--- config.mk ---
export PLATFORM = sky130hd
export DESIGN_NAME = cic_top
export DESIGN_NICKNAME = d
export VERILOG_FILES = /design/src/pkg/cic_pkg.sv /design/src/pkg/cic_if.sv /design/src/rtl/cic_top.sv /design/src/rtl/cic_pin_route.sv
export SDC_FILE = /design/constraint.sdc
export NUM_CORES = 1
export LEC_CHECK = 0
export BUFFER_PORTS_ARGS = -buffer_cell sky130_fd_sc_hd__buf_2
export CAP_MARGIN = 20
export CORE_MARGIN = 2
export CORE_UTILIZATION = 30
export CTS_BUF_LIST = sky130_fd_sc_hd__clkbuf_4
export CTS_CLUSTER_SIZE = 25
export DETAILED_ROUTE_END_ITERATION = 12
export HOLD_SLACK_MARGIN = 0.1
export PLACE_DENSITY = 0.59
export SLEW_MARGIN = 5
export SYNTH_ARGS = -nofsm -noshare
export SYNTH_HDL_FRONTEND = slang
export SYNTH_SLANG_ARGS = --single-unit
--- constraint.sdc ---
create_clock -name REF_CLK -period 2.7 [get_ports REF_CLK]
set_clock_uncertainty 0.1 [all_clocks]
set_input_delay 0.405 -clock REF_CLK [delete_from_list [all_inputs] [get_ports REF_CLK]]
set_output_delay 0.405 -clock REF_CLK [all_outputs]
set_load 0.02 [all_outputs]
--- src/pkg/cic_pkg.sv ---
// constants of the codec interrupt controller: map, fields, resets
package cic_pkg;

	// ***************************************************************
	// register offsets
	// ***************************************************************
	localparam logic [7:0] PIN1_FUNCTION_ADDR      = 8'h74;
	localparam logic [7:0] EVENT_STATUS_ADDR       = 8'h79;
	localparam logic [7:0] EVENT_MASK_ADDR         = 8'h7a;
	localparam logic [7:0] DETECTOR_POLARITY_ADDR  = 8'h7b;
	localparam logic [7:0] IRQ_OUTPUT_CONTROL_ADDR = 8'h7e;

	// ***************************************************************
	// field positions
	// ***************************************************************
	localparam int NUM_PINS           = 5;
	localparam int BIAS_SHORT_BIT     = 15;
	localparam int BIAS_CURRENT_BIT   = 14;
	localparam int SEQ_DONE_BIT       = 13;
	localparam int PIN_FLAG_LSB       = 0;
	localparam int SHORT_INVERT_BIT   = 15;
	localparam int CURRENT_INVERT_BIT = 14;
	localparam int IRQ_INVERT_BIT     = 0;
	localparam int FN_LSB             = 8;
	localparam int FN_W               = 6;

	// ***************************************************************
	// implemented bits and reset values
	// ***************************************************************
	localparam logic [15:0] EVENT_BITS       = 16'he01f;
	localparam logic [15:0] POLARITY_BITS    = 16'hc000;
	localparam logic [15:0] CONTROL_BITS     = 16'h0001;
	localparam logic [15:0] STATUS_RESET     = 16'h0000;
	localparam logic [15:0] MASK_RESET       = 16'he01f;
	localparam logic [15:0] POLARITY_RESET   = 16'h0000;
	localparam logic [15:0] CONTROL_RESET    = 16'h0000;
	localparam logic [5:0]  PIN4_FN_RESET    = 6'h02;
	localparam logic [5:0]  PIN5_FN_RESET    = 6'h01;

	// ***************************************************************
	// pin function codes
	// ***************************************************************
	localparam logic [5:0]  FN_IRQ_OUTPUT    = 6'h02;

endpackage

--- src/pkg/cic_if.sv ---
// carrier between the controller core and the pin router
`timescale 1ns/100ps
interface cic_if;
	logic            irq_level;
	logic [4:0][5:0] pin_fn;
	logic [4:0]      pin_out;
	logic [4:0]      pin_oe;

	modport ctrl  (output irq_level, output pin_fn, input pin_out, input pin_oe);
	modport route (input irq_level, input pin_fn, output pin_out, output pin_oe);
endinterface

--- src/rtl/cic_top.sv ---
// codec interrupt controller: event latching, masking, polarity and registers
`timescale 1ns/100ps

//Behaviour
// output is OR of unmasked latched flags
// flags latch until status register read
// still-active source sets flag again after read
// output active high; control bit 0 inverts
// status bits 15,14,13 and 4..0, reset 0
// mask mirrors status, 1 masks, resets 1
// polarity bits 15,14 invert detector events
// sequencer finishing sets done flag
// pin event polarity follows pin configuration
// irq selectable on five pins, pin4 default
// status readable at any time
// function code 02h routes irq to pin
// read clears only returned bits, events kept
module cic_top #(
	parameter logic [5:0] PIN123_FN_RESET = 6'h00
) (
	// clock and reset
	input  wire logic        REF_CLK,
	input  wire logic        RESET,
	// register port
	input  wire logic [7:0]  REG_ADDR,
	input  wire logic [15:0] REG_WDATA,
	input  wire logic        REG_WR,
	input  wire logic        REG_RD,
	output logic      [15:0] REG_RDATA,
	output logic             REG_RVALID,
	// event sources
	input  wire logic [4:0]  GPIO_IN,
	input  wire logic [4:0]  PIN_INPUT_POLARITY,
	input  wire logic        BIAS_SHORT_DET,
	input  wire logic        BIAS_CURRENT_DET,
	input  wire logic        SEQ_BUSY,
	// interrupt output
	output logic             IRQ_OUT,
	output logic      [4:0]  PIN_IRQ_OUT,
	output logic      [4:0]  PIN_IRQ_OE
);

	// ***************************************************************
	// declarations
	// ***************************************************************
	logic [15:0]     status_reg;
	logic [15:0]     status_next;
	logic [15:0]     mask_reg;
	logic [15:0]     polarity_reg;
	logic [15:0]     control_reg;
	logic [4:0][5:0] pin_fn_reg;
	logic            seq_busy_q_reg;
	logic            irq_out_reg;
	logic            irq_out_next;
	logic [15:0]     rdata_reg;
	logic            rvalid_reg;

	logic [15:0]     set_vec;
	logic [15:0]     rd_mux;
	logic [5:0]      pin_fn_rd;
	logic [4:0]      pin_hit;
	logic [4:0]      pin_ev;
	logic            short_ev;
	logic            current_ev;
	logic            seq_done_ev;
	logic            short_detect_invert;
	logic            current_detect_invert;
	logic            irq_output_invert;
	logic            irq_raw;

	logic            hit_status;
	logic            hit_mask;
	logic            hit_polarity;
	logic            hit_control;
	logic            rd_status;
	logic            wr_mask;
	logic            wr_polarity;
	logic            wr_control;

	cic_if bus ();

	// ***************************************************************
	// address decode
	// ***************************************************************
	assign hit_status   = REG_ADDR == cic_pkg::EVENT_STATUS_ADDR;
	assign hit_mask     = REG_ADDR == cic_pkg::EVENT_MASK_ADDR;
	assign hit_polarity = REG_ADDR == cic_pkg::DETECTOR_POLARITY_ADDR;
	assign hit_control  = REG_ADDR == cic_pkg::IRQ_OUTPUT_CONTROL_ADDR;

	// status may be read at any moment, no lockout
	assign rd_status   = REG_RD && hit_status;
	assign wr_mask     = REG_WR && hit_mask;
	assign wr_polarity = REG_WR && hit_polarity;
	assign wr_control  = REG_WR && hit_control;

	// ***************************************************************
	// event sources
	// ***************************************************************
	assign short_detect_invert   = polarity_reg[cic_pkg::SHORT_INVERT_BIT];
	assign current_detect_invert = polarity_reg[cic_pkg::CURRENT_INVERT_BIT];
	assign irq_output_invert     = control_reg[cic_pkg::IRQ_INVERT_BIT];

	// detector inputs are high above threshold; invert makes the low level the event
	assign short_ev   = BIAS_SHORT_DET ^ short_detect_invert;
	assign current_ev = BIAS_CURRENT_DET ^ current_detect_invert;

	// finishing means busy has just dropped
	assign seq_done_ev = seq_busy_q_reg && !SEQ_BUSY;

	// polarity bit 1 means active high, 0 active low
	assign pin_ev = ~(GPIO_IN ^ PIN_INPUT_POLARITY);

	assign set_vec = {short_ev, current_ev, seq_done_ev, 8'h00, pin_ev};

	// ***************************************************************
	// status latch
	// ***************************************************************
	// a set in the read cycle wins, so no event is lost
	assign status_next = ((rd_status ? 16'h0000 : status_reg) | set_vec)
		& cic_pkg::EVENT_BITS;

	always_ff @(posedge REF_CLK or posedge RESET) begin
		if (RESET) begin
			status_reg     <= cic_pkg::STATUS_RESET;
			seq_busy_q_reg <= 1'h0;
		end else begin
			status_reg     <= status_next;
			seq_busy_q_reg <= SEQ_BUSY;
		end
	end

	// ***************************************************************
	// configuration registers
	// ***************************************************************
	always_ff @(posedge REF_CLK or posedge RESET) begin
		if (RESET) begin
			mask_reg     <= cic_pkg::MASK_RESET;
			polarity_reg <= cic_pkg::POLARITY_RESET;
			control_reg  <= cic_pkg::CONTROL_RESET;
		end else begin
			if (wr_mask) begin
				mask_reg <= REG_WDATA & cic_pkg::EVENT_BITS;
			end
			if (wr_polarity) begin
				polarity_reg <= REG_WDATA & cic_pkg::POLARITY_BITS;
			end
			if (wr_control) begin
				control_reg <= REG_WDATA & cic_pkg::CONTROL_BITS;
			end
		end
	end

	// only the function field of each pin control word lives here
	genvar i;
	generate
		for (i = 0; i < cic_pkg::NUM_PINS; i++) begin : g_fn
			localparam logic [5:0] FN_RESET = (i == 3) ? cic_pkg::PIN4_FN_RESET :
				(i == 4) ? cic_pkg::PIN5_FN_RESET : PIN123_FN_RESET;
			assign pin_hit[i] = REG_ADDR == (cic_pkg::PIN1_FUNCTION_ADDR + 8'(i));
			always_ff @(posedge REF_CLK or posedge RESET) begin
				if (RESET) begin
					pin_fn_reg[i] <= FN_RESET;
				end else if (REG_WR && pin_hit[i]) begin
					pin_fn_reg[i] <= REG_WDATA[cic_pkg::FN_LSB +: cic_pkg::FN_W];
				end
			end
		end
	endgenerate

	// ***************************************************************
	// interrupt output
	// ***************************************************************
	assign irq_raw      = |(status_reg & ~mask_reg);
	assign irq_out_next = irq_raw ^ irq_output_invert;

	always_ff @(posedge REF_CLK or posedge RESET) begin
		if (RESET) begin
			irq_out_reg <= 1'h0;
		end else begin
			irq_out_reg <= irq_out_next;
		end
	end

	assign IRQ_OUT       = irq_out_reg;
	assign bus.irq_level = irq_out_reg;
	assign bus.pin_fn    = pin_fn_reg;
	assign PIN_IRQ_OUT   = bus.pin_out;
	assign PIN_IRQ_OE    = bus.pin_oe;

	cic_pin_route u_route (
		.clk   (REF_CLK),
		.reset (RESET),
		.bus   (bus.route)
	);

	// ***************************************************************
	// read path
	// ***************************************************************
	always_comb begin
		pin_fn_rd = 6'h00;
		for (int k = 0; k < cic_pkg::NUM_PINS; k++) begin
			if (pin_hit[k]) begin
				pin_fn_rd = pin_fn_reg[k];
			end
		end
	end

	// unmapped offsets read as zero
	assign rd_mux = hit_status   ? status_reg :
		hit_mask     ? mask_reg :
		hit_polarity ? polarity_reg :
		hit_control  ? control_reg :
		|pin_hit     ? {2'h0, pin_fn_rd, 8'h00} : 16'h0000;

	always_ff @(posedge REF_CLK or posedge RESET) begin
		if (RESET) begin
			rdata_reg  <= 16'h0000;
			rvalid_reg <= 1'h0;
		end else begin
			rvalid_reg <= REG_RD;
			if (REG_RD) begin
				rdata_reg <= rd_mux;
			end
		end
	end

	assign REG_RDATA  = rdata_reg;
	assign REG_RVALID = rvalid_reg;
endmodule

--- src/rtl/cic_pin_route.sv ---
// routes the interrupt level onto any pin whose function selects it
`timescale 1ns/100ps
module cic_pin_route (
	// clock and reset
	input  wire logic clk,
	input  wire logic reset,
	// core side
	cic_if.route      bus
);

	logic [4:0] sel;
	logic [4:0] pin_out_reg;
	logic [4:0] pin_oe_reg;

	// ***************************************************************
	// per-pin selection
	// ***************************************************************
	genvar i;
	generate
		for (i = 0; i < cic_pkg::NUM_PINS; i++) begin : g_pin
			assign sel[i] = bus.pin_fn[i] == cic_pkg::FN_IRQ_OUTPUT;
		end
	endgenerate

	// registered so the pin never glitches while the selects change
	always_ff @(posedge clk or posedge reset) begin
		if (reset) begin
			pin_out_reg <= 5'h00;
			pin_oe_reg  <= 5'h00;
		end else begin
			pin_oe_reg  <= sel;
			pin_out_reg <= sel & {5{bus.irq_level}};
		end
	end

	assign bus.pin_out = pin_out_reg;
	assign bus.pin_oe  = pin_oe_reg;
endmodule

======== After elaboration in Yosys (flattened, before gate mapping) ========
Index checks and enable logic that the tools add are counted.
storage, ports and cells
  register bits ........................... 78
  bits in latches ......................... 0
  RAM bits ................................ 0
  memory bits (read-only) ................. 0
  input port bits ......................... 41
  logic and storage cells ................. 62
  memories ................................ 0
operators by class
  $add $sub $neg .......................... 0
  multiply operators ...................... 0
  divide/modulo/power cells ............... 0
  $lt $le $gt $ge ......................... 0
  equal/unequal tests ..................... 14
  shift-type cells ........................ 0
  muxes and demuxes ....................... 11
  bitwise gates (word level) .............. 9
  reduce and logical (&&, ||, !) cells .... 13
operators with widths
  cell                                                                   number
  8-bit by 7-bit equality test with 1-bit output, second input constant  9
  16-bit 2-to-1 mux                                                      4
  6-bit by 2-bit equality test with 1-bit output, second input constant  5
  6-bit 2-to-1 mux                                                       5
  14-bit 2-to-1 mux                                                      2
  16-bit AND                                                             1
  16-bit inverter                                                        1
  16-bit bitwise OR                                                      1
  16-bit OR reduction                                                    1
  1-bit logical AND                                                      10
  5-bit AND                                                              1
  5-bit inverter                                                         1
  5-bit OR reduction                                                     1
  5-bit bitwise XOR                                                      1
  1-bit bitwise XOR                                                      3
  1-bit logical NOT                                                      1

======== Longest topological paths before layout ========
Gate-level depths: netlist of the first run.
  depth in word-level cells ............... 11
  mapped depth ............................ 6

======== Cells and area by module ========
Synthesis of the first run repeated with hierarchy kept, for this count alone.
second synthesis, totals
  cell total of the unflattened synthesis .. 253
  area total of the unflattened synthesis .. 3402.0 um^2
modules (own cells, without submodules)
  module         times used  cells each  area each (um^2)
  cic_top        1           227         2979.1
  cic_pin_route  1           26          422.9

======== Least setup slack after synthesis of the first run ========
Ideal clock, no wire load.
  kind .................................... input to register
  from .................................... input REG_ADDR[7]
  to ...................................... register pin_fn_reg, in the netlist bus.pin_fn[18]
  arrival ................................. 1616 ps
  setup slack ............................. 859 ps
  stages on the path ...................... 6
  cells stage by stage .................... and4b_1 > and3b_1 > clkbuf_2 > and4_4 > buf_6 > mux2_2
between the ends
  longest elaborated chain between the ends .. 2
RTL lines
  element                                         line            text
  start, declared                                 cic_top.sv:25   input wire logic [7:0] REG_ADDR,
  8-bit by 7-bit equality test with 1-bit output  cic_top.sv:159  assign pin_hit[i] = REG_ADDR == (cic_pkg::PIN1_FUNCTION_ADDR + 8'(i));
  1-bit logical AND                               cic_top.sv:163  end else if (REG_WR && pin_hit[i]) begin
  end signal, assigned by index                   cic_top.sv:164  pin_fn_reg[i] <= REG_WDATA[cic_pkg::FN_LSB +: cic_pkg::FN_W];
  end, declared                                   cic_top.sv:51   logic [4:0][5:0] pin_fn_reg;
No other way between the ends.
A chain may end at the register's enable or synchronous reset.

======== Worst setup path after layout of the first run ========
  from .................................... input REG_ADDR[7]
  to ...................................... register pin_fn_reg, in the netlist bus.pin_fn[13]
The elaborated chain is that of the path after synthesis.

==> out/metrics.yaml, run 1 <==
setup_tns_ps: 0
synthArstFlopShare_pct: 100
grt_pass1_wl_um: 11500
finalCriticalPeriod_ps: 1830
syn2layout_area_growth_pct: 17.5
layout_common_cells: "65 x dfrtp_1, 62 x buf_2, 43 x mux2_2, 10 x inv_1, 10 x dfstp_2"
die_y_um: 109
portBuffers: 62
clkPwrFrac_pct: 32.0
cts_buffer_depth: 2
fillCellCount: 1062
tightest_slew_ps: 625
leakage_uw: 0.00198
layout-drive-gt1-share_pct: 45.2
post-dp-hpwl_um: 5300
max_stage_delay_ps: 470
rsz0062_at_grt: "false"
design.core.area_um2: 10800
synth.cell_area_um2: 3300
htree_levels: 3
die_w_um: 109
cts_root_buf: "clkbuf_4"
cts_tree: "yes"
synthDistinctLibCells: 41
setup_viol: 0
p_seq_share_pct: 58.9
avgRoutedWirePerCell_um: 16.2
cts.sinks: 75
reg2reg_from: "bus.pin_fn[19]"
yosysSeqAreaShare_pct: 57.3
routed_via_density: 4.78
startpoint: "REG_ADDR[7]"
crit_path_cell_trace: "buf_2 -> and4b_1 -> and3b_1 -> and3_1 -> mux2_2"
synth_cells: 239
first_iter_violations: 85
maxSlewViolCount: 0
grt_pass1_vias: 2112
fmax_mhz: 546
largest_register_ff_count: 30
final_common_cell: "dfrtp_1"
avgSynthCellArea_um2: 13.8
combPwrFrac_pct: 9.0
clk_latency_ps: 410
track_usage_pct: 12.9
rows: 38
grt_max_degree: 51
diodes: 0
status: "complete, no violations"
cts_inserted_buffers: 9
ant_nets: 0
place_congestion: 0.756
max_cap_viol_count: 0
clkSlewWorstSetupHoldPaths_ps: 110
ys_warn_count: 0
dr.pass1.iters: 4
netSwitchingPower_uw: 506
max_slew_margin_pct: 58.2
synth_edf_count: 0
hold_viol: 0
initial_core_util_pct: 30.6
hp-start: "GPIO_IN[3]"
cpMaxStageDelayCell: "and3_1"
wl_um: 7310
period_share_pct: 67.8
hold_path.class: "input pin to flip-flop"
dieArea_um2: 11900
grt-ovfl-total: 0
num_vias: 2150
fin_util_pct: 35.9
cts_resized: 0
arrival_ps: 2030
fin_nets: 347
io_pins: 69
required_ps: 2900
worstSetupEndpointType: "flip-flop"
synth_flop_cell: "dfrtp_1"
worstSetupStartpointType: "input pin"
irDropWorstVdd_uv: 183
p_int_uw: 1520
critical_path_class: "input pin to flip-flop"
antenna_found_initial: 0
post-route-drc-count: 0
path_max_fanout: 10
synth-seq-cells: 75
cellPowerDensity_nw_per_um2: 523
switching_share_pct: 24.9
-- per-layer routing --
layer | up-vias | global-route usage [%] | part of all wire, %
met1 | 1077 | 17.7 | 45
met4 | 0 | 5.22 | 1.7
met2 | 53 | 20.3 | 48
li1 | 1011 | - | -
met5 | - | 0 | 0
met3 | 9 | 2.45 | 5.1
-- worst max-delay path: cells and delay by family --
family                 cells  cell delay [ps]
buffers and inverters      1               90
muxes                      1              380
and+or+nand+nor            3             1160
-- cells in the mapped netlist (6+ instances only) --
library cell | number | area share [%]
o21ai_0 | 8 | 1.2
dfrtp_1 | 65 | 49
dfstp_2 | 10 | 8.0
nor3_1 | 6 | 0.91
and2_1 | 6 | 1.1
inv_1 | 11 | 1.3
mux2_2 | 43 | 15
and3_1 | 8 | 1.5
-- through the flow --
stage	total power [uW]	instance area, um2	hold WS, ps	instances	worst slack [ps]
2_1_floorplan	1320	3310	321	241	302
3_3_place_gp	1400	3730	349	433	469
3_5_place_dp	1400	3730	356	433	447
4_1_cts	2050	3880	108	450	894
5_1_grt	2130	3880	102	450	807
6_report	2030	3880	121	450	868
-- layout make-up --
class	count	area, um2	share of cell area [%]
flip-flops and latches	75	1890	48.7
multi-input cells	143	1290	33.2
repair buffers	66	358	9.23
well taps	140	175	4.52
clock buffers	9	67.6	1.74
clock inverters	6	57.6	1.48
inverters	11	41.3	1.07
-- path summary, 6_finish.rpt --
path                                          end  slack [ps]  cells after the start
setup / recovery                   bus.pin_fn[13]         870                      5
hold / removal                      status_reg[3]         120                      3
setup reg to reg           u_route.bus.pin_out[3]         960                      3
hold reg to reg             u_route.bus.pin_oe[2]         370                      1
max in group asynchronous            mask_reg[15]        1310                      4
min in group asynchronous              REG_RVALID         480                      3
-- logic make-up after synthesis --
| group | Yosys count | synth area share (%) |
|---|---|---|
| buf+inv | 23 | 3.94 |
| simple gates | 47 | 9.41 |
| xor+xnor | 8 | 2.12 |
| compound gates | 36 | 7.93 |
| other cells | 1 | 0.114 |
| flops | 75 | 57.3 |
| mux | 49 | 19.2 |
-- power by group through the flow --
| stage | Combinational, uW | Sequential [uW] | Clock, uW |
|---|---|---|---|
| global placement | 181 | 1220 | 0 |
| CTS | 187 | 1200 | 664 |
| detailed placement | 184 | 1220 | 0 |
| finish | 183 | 1200 | 650 |
| floorplan | 103 | 1220 | 0 |
| global route | 204 | 1200 | 723 |
-- what timing repair did --
action / CTS / global route
buffers inserted: 0 / 0
hold endpoints to repair: 21 / 0
hold buffers: 2 / 0
setup endpoints to repair: 0 / 0
Note: power is estimated with default switching activity, not from simulation.
==> inputs of run 2 (changes only) <==
PLACE_DENSITY = 0.61   (was 0.59)
clock period = 1.6 ns   (was 2.7 ns; I/O delays follow)
==> out/metrics.yaml, run 2 (same netlist as run 1, synthesis figures left out) <==
place_congestion: 0.805  # was 0.756
tightest_slew_ps: 711  # was 625 ps
hold_path.class: "input pin to flip-flop"  # unchanged
period_share_pct: 97.9
combPwrFrac_pct: 11.3  # was 9.0%
reg2reg_from: "bus.pin_fn[4]"  # was bus.pin_fn[19]
path_max_fanout: 5  # was 10
p_seq_share_pct: 53.4  # was 58.9%
max_cap_viol_count: 0  # unchanged
critical_path_class: "input pin to flip-flop"  # unchanged
layout-drive-gt1-share_pct: 49.6  # was 45.2%
required_ps: 1870  # was 2900 ps
layout_common_cells: "65 x dfrtp_1, 62 x buf_2, 43 x mux2_2, 30 x buf_4, 28 x dlygate4sd3_1"  # was 65 x dfrtp_1, 62 x buf_2, 43 x mux2_2, 10 x inv_1, 10 x dfstp_2
first_iter_violations: 184  # was 85
post-dp-hpwl_um: 5680  # was 5300 um
fmax_mhz: 639
die_w_um: 109  # unchanged
finalCriticalPeriod_ps: 1570
fin_nets: 403  # was 347
maxSlewViolCount: 0  # unchanged
r2r-end: "REG_RDATA[12]"  # was u_route.bus.pin_out[3]
avgRoutedWirePerCell_um: 15.9  # was 16.2 um
track_usage_pct: 14.3  # was 12.9%
reg2regPathDepth: 3  # unchanged
netSwitchingPower_uw: 927  # was 506 uW
design.core.area_um2: 10800  # unchanged
switching_share_pct: 24.5  # was 24.9%
hold_depth: 4  # was 3
p_int_uw: 2860  # was 1520 uW
rows: 38  # unchanged
io_pins: 69  # unchanged
cts_inserted_buffers: 9  # unchanged
num_vias: 2370  # was 2150
hp-start: "REG_WR"  # was GPIO_IN[3]
fin_area_um2: 4490  # was 3880 um2
wl_um: 8080  # was 7310 um
cts_root_buf: "clkbuf_4"  # unchanged
worstHoldEndpoint: "control_reg[0]"  # was status_reg[3]
r2r_setup_slack_ps: 40  # was 960 ps
grt_pass1_vias: 2477  # was 2112
final_common_cell: "dfrtp_1"  # unchanged
portBuffers: 62  # unchanged
dp_slack_ps: -290  # was 447 ps
clkPwrFrac_pct: 35.3  # was 32.0%
hold_slack_ps: 228  # was 121 ps
diodes: 0  # unchanged
dieArea_um2: 11900  # unchanged
clkSlewWorstSetupHoldPaths_ps: 120  # was 110 ps
grt-ovfl-total: 0  # unchanged
largest_register_ff_count: 30  # unchanged
cellPowerDensity_nw_per_um2: 843  # was 523 nW/um2
initial_core_util_pct: 30.6  # unchanged
syn2layout_area_growth_pct: 36.1  # was 17.5%
die_y_um: 109  # unchanged
worstSetupStartpointType: "input pin"  # unchanged
cts.sinks: 75  # unchanged
htree_levels: 3  # unchanged
setup_tns_ps: 0  # unchanged
hold_viol: 0  # unchanged
setup_viol: 0  # unchanged
dr.pass1.iters: 4  # unchanged
irDropWorstVdd_uv: 341  # was 183 uV
grt_pass1_wl_um: 12800  # was 11500 um
cts_buffer_depth: 2  # unchanged
cts_tree: "yes"  # unchanged
post-route-drc-count: 0  # unchanged
leakage_uw: 0.00226  # was 0.00198 uW
antenna_found_initial: 0  # unchanged
setup_slack_ps: 33.8  # was 868 ps
status: "complete, no violations"  # unchanged
clk_latency_ps: 420  # was 410 ps
ant_nets: 0  # unchanged
worstSetupEndpointType: "flip-flop"  # unchanged
placed_cell_area_um2: 3940  # was 3730 um2
routed_via_density: 4.67  # was 4.78
max_slew_margin_pct: 52.4  # was 58.2%
arrival_ps: 1840  # was 2030 ps
grt_max_degree: 76  # was 51
[run 2: layer usage]
layer,global-route usage [%],vias up,wire [um]
met2,23.2,55,4070
li1,-,1123,-
met3,2.93,10,330
met4,5.40,0,137
met5,0,-,0
met1,18.9,1182,3540
[run 2: worst max-delay path by stage]
| stage | slack, ps | start | endpoint | cells past startpoint |
|---|---|---|---|---|
| 2_1_floorplan | -50 | REG_ADDR[7] | bus.pin_fn[18] | 6 |
| 3_3_place_gp | -230 | REG_ADDR[7] | bus.pin_fn[14] | 5 |
| 3_5_place_dp | -290 | REG_ADDR[7] | bus.pin_fn[12] | 5 |
| 4_1_cts | 9 | bus.pin_fn[0] | u_route.bus.pin_out[0] | 3 |
| 5_1_grt | -10 | REG_RD | REG_RDATA[10] | 5 |
| 6_report | 30 | REG_RD | REG_RDATA[12] | 5 |
[run 2: power groups by stage]
| stage | sequential, uW | clock, uW | combinational (uW) |
|---|---|---|---|
| 6_report | 2020 | 1330 | 428 |
| 5_1_grt | 2030 | 1460 | 469 |
| 4_1_cts | 2020 | 1370 | 411 |
| 3_5_place_dp | 2050 | 0 | 345 |
| 3_3_place_gp | 2050 | 0 | 337 |
| 2_1_floorplan | 2060 | 0 | 174 |
[run 2: timing repair]
item	in CTS	in global routing
pin swaps	1	3
hold endpoints to repair	116	0
resized for setup	6	12
endpoints found under the setup margin	6	8
hold buffers	28	0
buffers inserted	0	5
[run 2: cell type report]
cell class	instances	area (um2)
clock buffers	10	75.1
multi-input cells	143	1360
well taps	140	175
repair buffers	122	856
inverters	11	45.0
flip-flops and latches	75	1890
fillers	978	6300
clock inverters	6	90.1
[run 2: worst max-delay path: stages]
cell	delay (ps)
dlygate4sd3_1	520
buf_2	120
inv_1	60
nor4b_2	660
a221o_1	240
[run 2: metrics by stage]
stage	instances	util [%]	total power, uW
after CTS	503	40.9	3800
after global placement	459	36.5	2390
after floorplan	241	-	2230
after detailed placement	459	36.5	2400
after global routing	507	41.6	3960
final	507	41.6	3780
